[config.mk]
export PLATFORM = sky130hd
export DESIGN_NAME = hss_home_search
export DESIGN_NICKNAME = d
export VERILOG_FILES = /design/src/hdl/hss_pkg.sv /design/src/hdl/hss_home_search.sv
export SDC_FILE = /design/constraint.sdc
export NUM_CORES = 1
export LEC_CHECK = 0
export BUFFER_PORTS_ARGS = -buffer_cell sky130_fd_sc_hd__buf_2
export CAP_MARGIN = 20
export CORE_ASPECT_RATIO = 0.75
export CORE_MARGIN = 3
export CORE_UTILIZATION = 60
export DETAILED_ROUTE_END_ITERATION = 6
export PLACE_DENSITY = 0.92
export RECOVER_POWER = 100
export SKIP_LAST_GASP = 1
export SYNTH_ARGS = -nofsm -noshare
export SYNTH_HDL_FRONTEND = slang
export SYNTH_SLANG_ARGS = --single-unit
[constraint.sdc]
create_clock -name clk -period 7.1 [get_ports clk]
set_input_delay 0.71 -clock clk [delete_from_list [all_inputs] [get_ports clk]]
set_output_delay 0.71 -clock clk [all_outputs]
set_load 0.03 [all_outputs]
[src/hdl/hss_pkg.sv]
/*
  Shared constants and types of the home search status and error block.
  Assumes a 32-bit APB slave decode on byte addresses and one system clock.
*/
// ***********************************************************************
// Register map, command codes, fields and state codes
// ***********************************************************************
package hss_pkg;
  // Byte addresses of the register words
  localparam logic [7:0]  ADDR_CMD     = 8'h00;  // Command code, write only
  localparam logic [7:0]  ADDR_MODE    = 8'h04;  // Step enables and directions
  localparam logic [7:0]  ADDR_OFFSET  = 8'h08;  // Step 4 offset pulse count
  localparam logic [7:0]  ADDR_SPEED   = 8'h0c;  // Pulse periods, high and low speed
  localparam logic [7:0]  ADDR_MAIN    = 8'h10;  // Main status
  localparam logic [7:0]  ADDR_STAT1   = 8'h14;  // Axis status one
  localparam logic [7:0]  ADDR_STAT2   = 8'h18;  // Axis status two
  // Command codes
  localparam logic [7:0]  CMD_HOME     = 8'h62;  // Start home search
  localparam logic [7:0]  CMD_TCLR     = 8'h25;  // Termination status clear
  localparam logic [7:0]  CMD_DSTOP    = 8'h26;  // Decelerating stop
  localparam logic [7:0]  CMD_ISTOP    = 8'h27;  // Instant stop
  // Mode register fields
  localparam int          MODE_S1_EN   = 0;
  localparam int          MODE_S1_DIR  = 1;
  localparam int          MODE_S2_EN   = 2;
  localparam int          MODE_S2_DIR  = 3;
  localparam int          MODE_S3_EN   = 4;
  localparam int          MODE_S3_DIR  = 5;
  localparam int          MODE_S4_EN   = 6;
  localparam int          MODE_S4_DIR  = 7;
  localparam int          MODE_LIM_DEC = 8;      // Limit stop in steps 3 and 4: 0 instant, 1 decelerate
  // Axis status two fields
  localparam int          S2_LIM_PLUS  = 2;
  localparam int          S2_LIM_MINUS = 3;
  localparam int          S2_ALARM     = 4;
  localparam int          S2_EMG       = 5;
  localparam int          S2_ZPHASE    = 7;
  localparam int          S2_CODE_LSB  = 8;
  localparam int          S2_CODE_MSB  = 12;
  // Axis status one field: termination causes start here
  localparam int          S1_TERM_LSB  = 12;     // Plus, minus, alarm, emergency
  // Main status fields
  localparam int          MAIN_DRV     = 0;
  localparam int          MAIN_ERR     = 4;
  localparam int          MAIN_BUSY    = 8;
  // Synchronised input positions
  localparam int          IN_NEAR      = 0;
  localparam int          IN_HOME      = 1;
  localparam int          IN_INDEX     = 2;
  localparam int          IN_PLUS      = 3;
  localparam int          IN_MINUS     = 4;
  localparam int          IN_EMG       = 5;
  localparam int          IN_ALARM     = 6;
  // Execution state codes
  localparam logic [4:0]  CODE_IDLE    = 5'h00;
  localparam logic [4:0]  CODE_S1      = 5'h03;
  localparam logic [4:0]  CODE_REV_ON  = 5'h08;
  localparam logic [4:0]  CODE_REV_OFF = 5'h0c;
  localparam logic [4:0]  CODE_FWD     = 5'h0f;
  localparam logic [4:0]  CODE_S3      = 5'h14;
  localparam logic [4:0]  CODE_S4      = 5'h19;
  // Reset values and timing
  localparam logic [8:0]  MODE_RST     = 9'h000;
  localparam logic [15:0] OFFSET_RST   = 16'h0000;
  localparam logic [31:0] SPEED_RST    = 32'h0010_0004;
  localparam logic [15:0] DECEL_TICKS  = 16'h0008;  // Pulse periods of a decelerating stop
  // Sequencer states
  typedef enum logic [3:0] {
    ST_IDLE, ST_S1, ST_REV_ON, ST_REV_OFF, ST_FWD, ST_S3, ST_S4, ST_DECEL
  } hss_st_t;
endpackage

[src/hdl/hss_home_search.sv]
/*
  Home search sequencer of one axis with its status and error reporting,
  reached over APB. Assumes sensor and limit pins are active high after
  logic setting elsewhere, and that the drive follows pulse_out/dir_out.
*/
module hss_home_search
  import hss_pkg::*;
(
  input  wire logic        clk,
  input  wire logic        rst,
  input  wire logic        psel,
  input  wire logic        penable,
  input  wire logic        pwrite,
  input  wire logic [7:0]  paddr,
  input  wire logic [31:0] pwdata,
  output logic      [31:0] prdata,
  output logic             pready,
  output logic             pslverr,
  input  wire logic        near_home_input,
  input  wire logic        home_sensor_input,
  input  wire logic        encoder_index_input,
  input  wire logic        plus_overrun_limit,
  input  wire logic        minus_overrun_limit,
  input  wire logic        emergency_stop_input,
  input  wire logic        servo_alarm_input,
  output logic             pulse_out,
  output logic             dir_out,
  output logic             busy_out
);
  // ***********************************************************************
  // Input synchronisers
  // ***********************************************************************
  logic [6:0]  raw_in;     // Pins, unsynchronised
  logic [6:0]  meta_q;     // First stage, read only by second stage
  logic [6:0]  sy_q;       // Safe to use
  assign raw_in = {servo_alarm_input, emergency_stop_input, minus_overrun_limit,
                   plus_overrun_limit, encoder_index_input, home_sensor_input,
                   near_home_input};
  genvar gi;
  generate
    for (gi = 0; gi < 7; gi++)
    begin : g_sync
      // Two flops per pin against metastability
      always_ff @(posedge clk)
      begin
        meta_q[gi] <= rst ? 1'b0 : raw_in[gi];
        sy_q[gi]   <= rst ? 1'b0 : meta_q[gi];
      end
    end
  endgenerate

  // ***********************************************************************
  // APB register access
  // ***********************************************************************
  logic        wr_acc;                 // Write access phase
  logic        cmd_wr;                 // Command word written
  logic [7:0]  cmd;                    // Command code
  logic        start_cmd, tclr_cmd, dstop_cmd, istop_cmd;
  logic [8:0]  mode_q,   mode_d;       // Step enables, directions
  logic [15:0] offset_q, offset_d;     // Offset pulse count
  logic [31:0] speed_q,  speed_d;      // Low period 31:16, high 15:0
  logic [31:0] prdata_q, prdata_d;
  logic        pready_q, pslverr_q, pslverr_d;
  logic [31:0] main_stat, stat1, stat2;
  logic        mapped;
  assign wr_acc    = psel && penable && pwrite;
  assign cmd_wr    = wr_acc && (paddr == ADDR_CMD);
  assign cmd       = pwdata[7:0];
  assign start_cmd = cmd_wr && (cmd == CMD_HOME);
  assign tclr_cmd  = cmd_wr && (cmd == CMD_TCLR);
  assign dstop_cmd = cmd_wr && (cmd == CMD_DSTOP);
  assign istop_cmd = cmd_wr && (cmd == CMD_ISTOP);
  assign mapped = (paddr == ADDR_CMD) || (paddr == ADDR_MODE) || (paddr == ADDR_OFFSET) ||
                  (paddr == ADDR_SPEED) || (paddr == ADDR_MAIN) ||
                  (paddr == ADDR_STAT1) || (paddr == ADDR_STAT2);

  // Register writes and read mux; read data latched in the setup cycle
  always_comb
  begin
    mode_d    = mode_q;
    offset_d  = offset_q;
    speed_d   = speed_q;
    prdata_d  = prdata_q;
    pslverr_d = pslverr_q;
    if (wr_acc && paddr == ADDR_MODE)
      mode_d = pwdata[8:0];
    if (wr_acc && paddr == ADDR_OFFSET)
      offset_d = pwdata[15:0];
    if (wr_acc && paddr == ADDR_SPEED)
      speed_d = pwdata;
    if (psel && !penable)
    begin
      pslverr_d = !mapped;
      case (paddr)
        ADDR_MODE:   prdata_d = {23'h000000, mode_q};
        ADDR_OFFSET: prdata_d = {16'h0000, offset_q};
        ADDR_SPEED:  prdata_d = speed_q;
        ADDR_MAIN:   prdata_d = main_stat;
        ADDR_STAT1:  prdata_d = stat1;
        ADDR_STAT2:  prdata_d = stat2;
        default:     prdata_d = 32'h0000_0000;          // Command word reads zero
      endcase
    end
  end

  // Bus registers; pready is high from the first cycle after reset
  always_ff @(posedge clk)
  begin
    if (rst)
    begin
      mode_q    <= MODE_RST;
      offset_q  <= OFFSET_RST;
      speed_q   <= SPEED_RST;
      prdata_q  <= 32'h0000_0000;
      pready_q  <= 1'b0;
      pslverr_q <= 1'b0;
    end
    else
    begin
      mode_q    <= mode_d;
      offset_q  <= offset_d;
      speed_q   <= speed_d;
      prdata_q  <= prdata_d;
      pready_q  <= 1'b1;
      pslverr_q <= pslverr_d;
    end
  end
  assign prdata  = prdata_q;
  assign pready  = pready_q;
  assign pslverr = pslverr_q;

  // ***********************************************************************
  // Home search sequencer
  // ***********************************************************************
  hss_st_t     st_q, st_d;             // Current step and sub-state
  logic        first_q, first_d;       // First cycle of a step: entry checks
  logic [7:0]  err2_q, err2_d;         // Status two error byte
  logic [3:0]  term1_q, term1_d;       // Status one termination causes
  logic [15:0] off_q, off_d;           // Offset pulses issued
  logic [15:0] dec_q, dec_d;           // Deceleration periods left
  logic [15:0] div_q, div_d;           // Pulse period divider
  logic        pulse_q, pulse_d;
  logic        dir_q, dir_d;
  logic        busy_q;
  logic [3:0]  en, sdir;               // Step enables, directions (1 = minus)
  logic        dir, lim_dir, moving, tick, quiet;
  logic [15:0] period;
  logic [4:0]  exec_code;
  logic [7:0]  err2_set;
  logic [3:0]  term1_set;
  assign en   = {mode_q[MODE_S4_EN], mode_q[MODE_S3_EN], mode_q[MODE_S2_EN], mode_q[MODE_S1_EN]};
  assign sdir = {mode_q[MODE_S4_DIR], mode_q[MODE_S3_DIR], mode_q[MODE_S2_DIR],
                 mode_q[MODE_S1_DIR]};
  assign quiet = !sy_q[IN_EMG] && !sy_q[IN_ALARM] && !dstop_cmd && !istop_cmd;

  // First enabled step at or after index k, else idle
  function automatic hss_st_t step_from(input int k, input logic [3:0] e);
    hss_st_t r;
    r = ST_IDLE;
    for (int i = 3; i >= 0; i--)
      if (e[i] && i >= k)
        case (i)
          0:       r = ST_S1;
          1:       r = ST_FWD;
          2:       r = ST_S3;
          default: r = ST_S4;
        endcase
    return r;
  endfunction

  // Direction and speed of the current step
  always_comb
  begin
    case (st_q)
      ST_S1:              dir = sdir[0];
      ST_FWD:             dir = sdir[1];
      ST_REV_ON, ST_REV_OFF: dir = !sdir[1];     // Irregular reverse move
      ST_S3:              dir = sdir[2];
      ST_S4:              dir = sdir[3];
      default:            dir = dir_q;
    endcase
    period = (st_q == ST_S1 || st_q == ST_S4) ? speed_q[15:0] : speed_q[31:16];
  end
  assign lim_dir = dir ? sy_q[IN_MINUS] : sy_q[IN_PLUS];
  assign moving  = !first_q && (st_q != ST_IDLE) && (st_q != ST_DECEL);
  assign tick    = (st_q != ST_IDLE) && (div_q + 16'h0001 >= period);

  // Execution state code from the sub-state
  always_comb
  begin
    case (st_q)
      ST_S1:      exec_code = CODE_S1;
      ST_REV_ON:  exec_code = CODE_REV_ON;
      ST_REV_OFF: exec_code = CODE_REV_OFF;
      ST_FWD:     exec_code = CODE_FWD;
      ST_S3:      exec_code = CODE_S3;
      ST_S4:      exec_code = CODE_S4;
      default:    exec_code = CODE_IDLE;
    endcase
  end

  // Next step, error flags and pulse generation
  always_comb
  begin
    st_d      = st_q;
    err2_set  = 8'h00;
    term1_set = 4'h0;
    off_d     = off_q;
    dec_d     = dec_q;
    div_d     = tick ? 16'h0000 : div_q + 16'h0001;
    // Never step toward an active limit
    pulse_d   = tick && moving && !lim_dir;
    dir_d     = dir;
    if (st_q == ST_IDLE)
    begin
      div_d = 16'h0000;
      if (start_cmd)
        st_d = step_from(0, en);
    end
    else if (sy_q[IN_EMG])
    begin
      // Emergency stop: no more pulses, remaining steps dropped
      st_d = ST_IDLE;
      pulse_d = 1'b0;
      err2_set[S2_EMG] = 1'b1;
      term1_set[3] = 1'b1;
    end
    else if (sy_q[IN_ALARM])
    begin
      st_d = ST_IDLE;
      pulse_d = 1'b0;
      err2_set[S2_ALARM] = 1'b1;
      term1_set[2] = 1'b1;
    end
    else if (istop_cmd || dstop_cmd)
    begin
      // Stop commands end the whole sequence
      st_d = (dstop_cmd && st_q != ST_DECEL) ? ST_DECEL : ST_IDLE;
      dec_d = DECEL_TICKS;
      pulse_d = 1'b0;
    end
    else
      case (st_q)
        ST_S1:
          if (sy_q[IN_NEAR])
            st_d = step_from(1, en);
          else if (lim_dir)
            st_d = en[1] ? ST_REV_ON : step_from(2, en);
        ST_FWD:
          if (first_q && sy_q[IN_HOME])
            st_d = ST_REV_OFF;                           // Start on home: back off first
          else if (sy_q[IN_HOME])
            st_d = step_from(2, en);
          else if (lim_dir)
            st_d = ST_REV_ON;
        ST_REV_ON, ST_REV_OFF:
          if (lim_dir)
          begin
            // Limits hit both ways: give up with this side's error
            st_d = ST_IDLE;
            err2_set[dir ? S2_LIM_MINUS : S2_LIM_PLUS] = 1'b1;
          end
          else if (st_q == ST_REV_ON && sy_q[IN_HOME])
            st_d = ST_REV_OFF;
          else if (st_q == ST_REV_OFF && !sy_q[IN_HOME])
            st_d = ST_FWD;
        ST_S3:
          if (first_q && sy_q[IN_INDEX])
          begin
            st_d = ST_IDLE;
            err2_set[S2_ZPHASE] = 1'b1;
          end
          else if (lim_dir)
          begin
            st_d = mode_q[MODE_LIM_DEC] ? ST_DECEL : ST_IDLE;
            dec_d = DECEL_TICKS;
            err2_set[dir ? S2_LIM_MINUS : S2_LIM_PLUS] = 1'b1;
            term1_set[dir ? 1 : 0] = 1'b1;
          end
          else if (!first_q && sy_q[IN_INDEX])
            st_d = step_from(3, en);
        ST_S4:
          if (lim_dir)
          begin
            st_d = mode_q[MODE_LIM_DEC] ? ST_DECEL : ST_IDLE;
            dec_d = DECEL_TICKS;
            err2_set[dir ? S2_LIM_MINUS : S2_LIM_PLUS] = 1'b1;
            term1_set[dir ? 1 : 0] = 1'b1;
          end
          else if (off_q == offset_q)
          begin
            st_d = ST_IDLE;
            pulse_d = 1'b0;
          end
          else if (pulse_d)
            off_d = off_q + 16'h0001;
        ST_DECEL:
          // Ramp-down time; moving is low in this state, so no pulses
          if (dec_q == 16'h0000)
            st_d = ST_IDLE;
          else if (tick)
            dec_d = dec_q - 16'h0001;
        default:
          st_d = ST_IDLE;
      endcase
    first_d = (st_d != st_q) && (st_d != ST_IDLE) && (st_d != ST_DECEL);
    if (st_d == ST_S4 && st_q != ST_S4)
      off_d = 16'h0000;
    // Set wins over clear; start clears all, clear command only its part
    err2_d  = (err2_q & (start_cmd ? 8'h00 : (tclr_cmd ? 8'h7f : 8'hff))) | err2_set;
    term1_d = (term1_q & ((start_cmd || tclr_cmd) ? 4'h0 : 4'hf)) | term1_set;
  end

  // Sequencer registers
  always_ff @(posedge clk)
  begin
    if (rst)
    begin
      st_q    <= ST_IDLE;
      first_q <= 1'b0;
      err2_q  <= 8'h00;
      term1_q <= 4'h0;
      off_q   <= 16'h0000;
      dec_q   <= 16'h0000;
      div_q   <= 16'h0000;
      pulse_q <= 1'b0;
      dir_q   <= 1'b0;
      busy_q  <= 1'b0;
    end
    else
    begin
      st_q    <= st_d;
      first_q <= first_d;
      err2_q  <= err2_d;
      term1_q <= term1_d;
      off_q   <= off_d;
      dec_q   <= dec_d;
      div_q   <= div_d;
      pulse_q <= pulse_d;
      dir_q   <= dir_d;
      busy_q  <= (st_d != ST_IDLE);
    end
  end
  assign pulse_out = pulse_q;
  assign dir_out   = dir_q;
  assign busy_out  = busy_q;

  // Status words; the main error also shows a live search-side limit
  assign stat2 = {19'h00000, exec_code, err2_q};
  assign stat1 = {16'h0000, term1_q, 12'h000};
  assign main_stat = {23'h000000, busy_q, 3'h0,
                      (|err2_q) || (moving && lim_dir), 3'h0, pulse_q};
endmodule

======== After elaboration in Yosys (flattened, before gate mapping) ========
Cells that the tools add are included.
word-level totals
  bits in registers ....................... 173
  input port bits ......................... 52
  output and inout port bits .............. 37
  word-level logic and storage cells ...... 208
operators by class
  add/subtract/negate cells ............... 3
  magnitude comparators ................... 5
  equality and inequality tests ........... 26
  muxes and demuxes ....................... 77
  bitwise logic cells ..................... 10
  reduce and logical (&&, ||, !) cells .... 57
operators with widths
  cell                     number
  $pmux W32 S6             1
  $mux W4                  27
  $mux W16                 6
  $pmux W16 S3             1
  $mux W8                  5
  $add A16 B1 Y16 const B  2
  $pmux W5 S6              1
  $logic_and A1 B1 Y1      28
  $eq A8 B5 Y1 const B     3
  $eq A8 B6 Y1 const B     3
  $pmux W4 S6              1
  $mux W3                  7
  $eq A4 B3 Y1 const B     5
  $mux W1                  19
  $eq A16 B16 Y1           1
  $eq A8 B4 Y1 const B     2
  $ge A16 B16 Y1           1
  $logic_not A16 Y1        1
  $pmux W8 S2              1
  $sub A16 B1 Y16 const B  1
  $ne A4 B3 Y1 const B     3
  $reduce_bool A4 Y1       3
  $logic_or A1 B1 Y1       10
  $ne A3 B3 Y1 const B     3
  other kinds (29)         43

======== Depth between registers and ports, before layout ========
  depth after elaboration ................. 16
  depth in mapped cells ................... 19
  gate-level depth less buffers ........... 17

======== Worst setup path before layout ========
Ideal clock, no wire load.
  path type ............................... register to register
  from .................................... register st_q[3]
  to ...................................... register off_q[7]
  arrival ................................. 4.118 ns
  path slack .............................. 2.912 ns
  stages on the path, launching flop included .. 19
  path buffers ............................ 4
  clock period less this slack ............ 4.188 ns
  cells stage by stage .................... dfxtp_1 -> buf_2 -> nand2b_1 -> nor2_1 -> nor2_1 -> clkbuf_1 -> mux2i_1 -> ha_1 -> nand4_1 -> nor2_1 -> a21oi_1 -> o211ai_1 -> and2_1 -> a21oi_1 -> or4_1 -> clkbuf_1 -> buf_2 -> or3_1 -> a21oi_1
between the ends
  cells in the longest elaborated chain, start to end .. 15
RTL lines
  item                             line                                            text
  from (decl)                      hss_home_search.sv:135                          hss_st_t st_q, st_d;
  from (signal assigned)           hss_home_search.sv:332                          st_q <= st_d;
  $eq A4 B2 Y1 (on tied branches)  -
  $reduce_or A2 Y1                 hss_home_search.sv:174, hss_home_search.sv:243
  $pmux W1 S5                      hss_home_search.sv:174                          case (st_q)
  $mux W1                          hss_home_search.sv:184                          assign lim_dir = dir ? sy_q[IN_MINUS] : sy_q[IN_PLUS];
  $mux W4                          hss_home_search.sv:254                          else if (lim_dir)
  $mux W4                          hss_home_search.sv:252                          else if (sy_q[IN_HOME])
  $mux W4                          hss_home_search.sv:250                          if (first_q && sy_q[IN_HOME])
  $pmux W4 S6                      hss_home_search.sv:243                          case (st_q)
  $mux W4                          hss_home_search.sv:235                          else if (istop_cmd || dstop_cmd)
  $mux W4                          hss_home_search.sv:228                          else if (sy_q[IN_ALARM])
  $mux W4                          hss_home_search.sv:220                          else if (sy_q[IN_EMG])
  $mux W4                          hss_home_search.sv:214                          if (st_q == ST_IDLE)
  $eq A4 B3 Y1                     hss_home_search.sv:307                          if (st_d == ST_S4 && st_q != ST_S4)
  $logic_and A1 B1 Y1              hss_home_search.sv:307
  $reduce_or A2 Y1 (no line)       -
  to (signal assigned)             hss_home_search.sv:323                          off_q <= 16'h0000;
  to (signal assigned)             hss_home_search.sv:336                          off_q <= off_d;
  to (decl)                        hss_home_search.sv:139                          logic [15:0] off_q, off_d;
Several ways; a longest one is shown, not always the timed one.
A chain may end at the register's enable or synchronous reset.

======== Worst setup path in the final report ========
  from .................................... register st_q[3]
  to ...................................... register off_q[3]
Same word-level chain as after synthesis.

==> results.json <==
{
  "status": "complete, but fails checks",
  "violations": "DRC, capacitance limit, slew limit",
  "rsz0062_at_grt": "false",
  "io_pins": 89,
  "area_growth_pct": 12.1,
  "synth_seq_cells": 173,
  "die_h_um": 109,
  "postSynth.asyncResetShare_pct": 0,
  "pwr-share-clk_pct": 46.5,
  "drv_cap": 2,
  "fin_nets": 1176,
  "synth_edf_count": 0,
  "hold_viol_final": 0,
  "setup_ws_ns": 1.79,
  "r2r_start": "st_q[3]$_SDFF_PP0_",
  "drt_iter0_markers": 1196,
  "final_cell_mix": "nand2_1 (174), dfxtp_1 (173), a21oi_1 (131), nor2_1 (76), buf_2 (50)",
  "holdPathStages": 1,
  "cts.clk_slew.worst_paths_ns": 0.07,
  "die_x_um": 144,
  "tritoncts": "yes",
  "relSlewSlack_pct": -183,
  "grt-ovfl-total": 0,
  "clock_skew_ns": 0.0111,
  "fin_crit_sh_pct": 74.7,
  "hold_start": "meta_q[4]$_SDFF_PP0_",
  "p_total_w": 0.00199,
  "ir_drop_uv": 181,
  "avgSynthCellArea_um2": 8.15,
  "finalSetupViolCount": 0,
  "clock.fmax_mhz": 188,
  "root_buffer": "clkbuf_16",
  "syn_nets": 1115,
  "arrival_ns": 5.67,
  "final_common_cell": "nand2_1",
  "p_switching_w": 0.000510,
  "hp-class": "reg2reg",
  "cts_made_buffers": 17,
  "yosysWarningCount": 0,
  "vias_per_cell": 6.52,
  "crit_top_cell": "a21oi_1",
  "fin_tns_setup_ns": 0,
  "core_area_mm2": 0.0138,
  "pre_cts_slack_ns": 2.50,
  "gp_congestion": 0.988,
  "p_int_w": 0.00148,
  "cp_slowest_cell": "clkbuf_1",
  "timing.final.crit_period_ns": 5.31,
  "clock_path_buffers": 2,
  "drc": 5,
  "critPathCaptureType": "flop",
  "final_layout_size_suffix_gt1_share_pct": 10.2,
  "start_util_pct": 61.7,
  "dp_hpwl_mm": 17.8,
  "seq_power_share_pct": 49.4,
  "rrSetupSlack_ns": 1.79,
  "fillers": 1058,
  "dp.cells": 1260,
  "pwr-share-comb_pct": 4.1,
  "stdcell_count": 1293,
  "post_cts_buffers": 0,
  "routed-via-count": 8433,
  "rows": 37,
  "clk_latency_ns": 0.44,
  "worstRegToRegCells": 15,
  "drv_slew": 136,
  "grt_antenna_before_repair": 0,
  "worstHoldEndpoint": "sy_q[4]$_SDFF_PP0_",
  "crit_path_start_kind": "flop",
  "yosysUniqueCellTypes": 77,
  "critPathMaxStageDelay_ns": 0.89,
  "ant_nets": 0,
  "swShare_pct": 25.6,
  "die_area_mm2": 0.0157,
  "tightest_slew_ns": 4.24,
  "netlist_area_mm2": 0.00851,
  "ctsResizeCount": 0,
  "htreeDepth": 4,
  "yosysSeqAreaShare_pct": 40.7,
  "num_antenna_cells": 0,
  "grt_usage_pct": 32.5,
  "drt_wl_total_mm": 25.1,
  "wl_per_cell_um": 19.4,
  "crit_fanout": 16,
  "grt_pass1_wl_mm": 40.2,
  "path_cells": "nand2b_1, nor2_1, nor2_1, clkbuf_1, mux2_2, ha_1, nand2b_1, a21o_1, a21o_1, a21oi_1, o21ai_0, a21oi_1, or4_1, or4b_1, a21oi_1",
  "syn_inst": 1044,
  "cts.sinks": 173,
  "p_leak_nw": 3.52,
  "utilization_pct": 69.1,
  "hold_buffers": 0,
  "dominantRegCellSynth": "dfxtp_1",
  "reg2reg_to": "off_q[3]$_SDFFE_PP0P_",
  "power_density_mw_per_mm2": 209,
  "grt_max_degree": 103,
  "required_ns": 7.46,
  "io_buffers": 88,
  "grt_pass1_vias": 7759,
  "crit_type": "reg2reg",
  "dr.pass1.iters": 7
}
[state kept, by name (all words and copies together), names as in the netlist]
register   cells
off_q         16
offset_q      16
pslverr        1
st_q           4
pready         1
div_q         16
err2_q         8
prdata        32
mode_q         9
pulse_out      1
speed_q       32
first_q        1
sy_q           7
dec_q         16
dir_out        1
term1_q        4
busy_out       1
meta_q         7
[worst max-delay path by stage]
stage                       startpoint                     end  slack (ns)  cells after the start
finish              st_q[3]$_SDFF_PP0_   off_q[3]$_SDFFE_PP0P_        1.79                     15
global route        st_q[3]$_SDFF_PP0_  off_q[15]$_SDFFE_PP0P_        1.44                     15
CTS                 st_q[1]$_SDFF_PP0_   off_q[3]$_SDFFE_PP0P_        2.49                     15
detailed placement  st_q[0]$_SDFF_PP0_   off_q[3]$_SDFFE_PP0P_        2.50                     14
global placement    st_q[0]$_SDFF_PP0_   off_q[3]$_SDFFE_PP0P_        2.59                     14
floorplan           st_q[3]$_SDFF_PP0_   off_q[7]$_SDFFE_PP0P_        2.91                     18
[kinds of logic after synthesis]
kind of cell,share of synthesized area [%]
AO/OA/AOI/OAI,18.3
XOR/XNOR,4.63
adder cells (fa/ha/maj),2.79
buffers and inverters,3.34
flip-flops,40.7
multiplexers,2.15
other,0.0441
AND/OR/NAND/NOR,28.0
[stage by stage]
step	instance area (µm²)	hold slack (ns)
after floorplan	8510	0.414
after global placement	9030	0.416
after detailed placement	9030	0.428
after CTS	9610	0.447
after global routing	9540	0.464
final	9540	0.443
[final cells by class]
cell class	instances	area, µm²	share of cell area, %
Timing Repair Buffer	100	468	4.91
Multi-Input combinational cell	801	4750	49.9
Sequential cell	173	3460	36.3
Clock inverter	14	146	1.54
Clock buffer	18	439	4.61
Inverter	12	45.0	0.472
Tap cell	175	219	2.30
[synthesized netlist by cell type (11+ instances only)]
library cell  count  share of area, %
o21ai_0          23               1.4
inv_1            11              0.49
nor2b_1          40               2.9
mux2i_1          16               1.9
nor4_1           18               1.3
nand4_1          11              0.81
ha_1             19               2.8
nor2_1           76               3.4
clkbuf_1         50               2.2
nand2_1         174               7.7
and3_1           16               1.2
nor3_1           17               1.0
xor2_1           23               2.4
a21oi_1         131               7.7
a22oi_1          21               1.9
xnor2_1          22               2.3
nand3_1          41               2.4
dfxtp_1         173                41
or3_1            13              0.96
nand2b_1         11              0.81
[critical path, delay by kind of cell, from the launching register on]
family	cells	cell delay, ns
and+or+nand+nor	6	1.99
AOI/OAI and AO/OA	6	0.99
adders and majority gates	1	0.26
buffers and inverters	1	0.89
muxes	1	0.43
DFF	1	0.65
[power groups by stage]
stage	registers (W)	clock network, W	logic, W
2_1_floorplan	0.00100	0	0.0000456
3_3_place_gp	0.00101	0	0.0000765
3_5_place_dp	0.00101	0	0.0000780
6_report	0.000984	0.000925	0.0000809
4_1_cts	0.000984	0.000923	0.0000790
5_1_grt	0.000984	0.000962	0.0000874
[routing by layer]
metal  vias up  global-route usage (%)  share of wire, %
met5         -                       0                 0
met4         0                    12.8               3.4
met3        97                    8.55                13
met2       601                    48.1                42
met1      3901                    45.4                41
li1       3834                       -                 -
(Power assumes the default switching activity.)
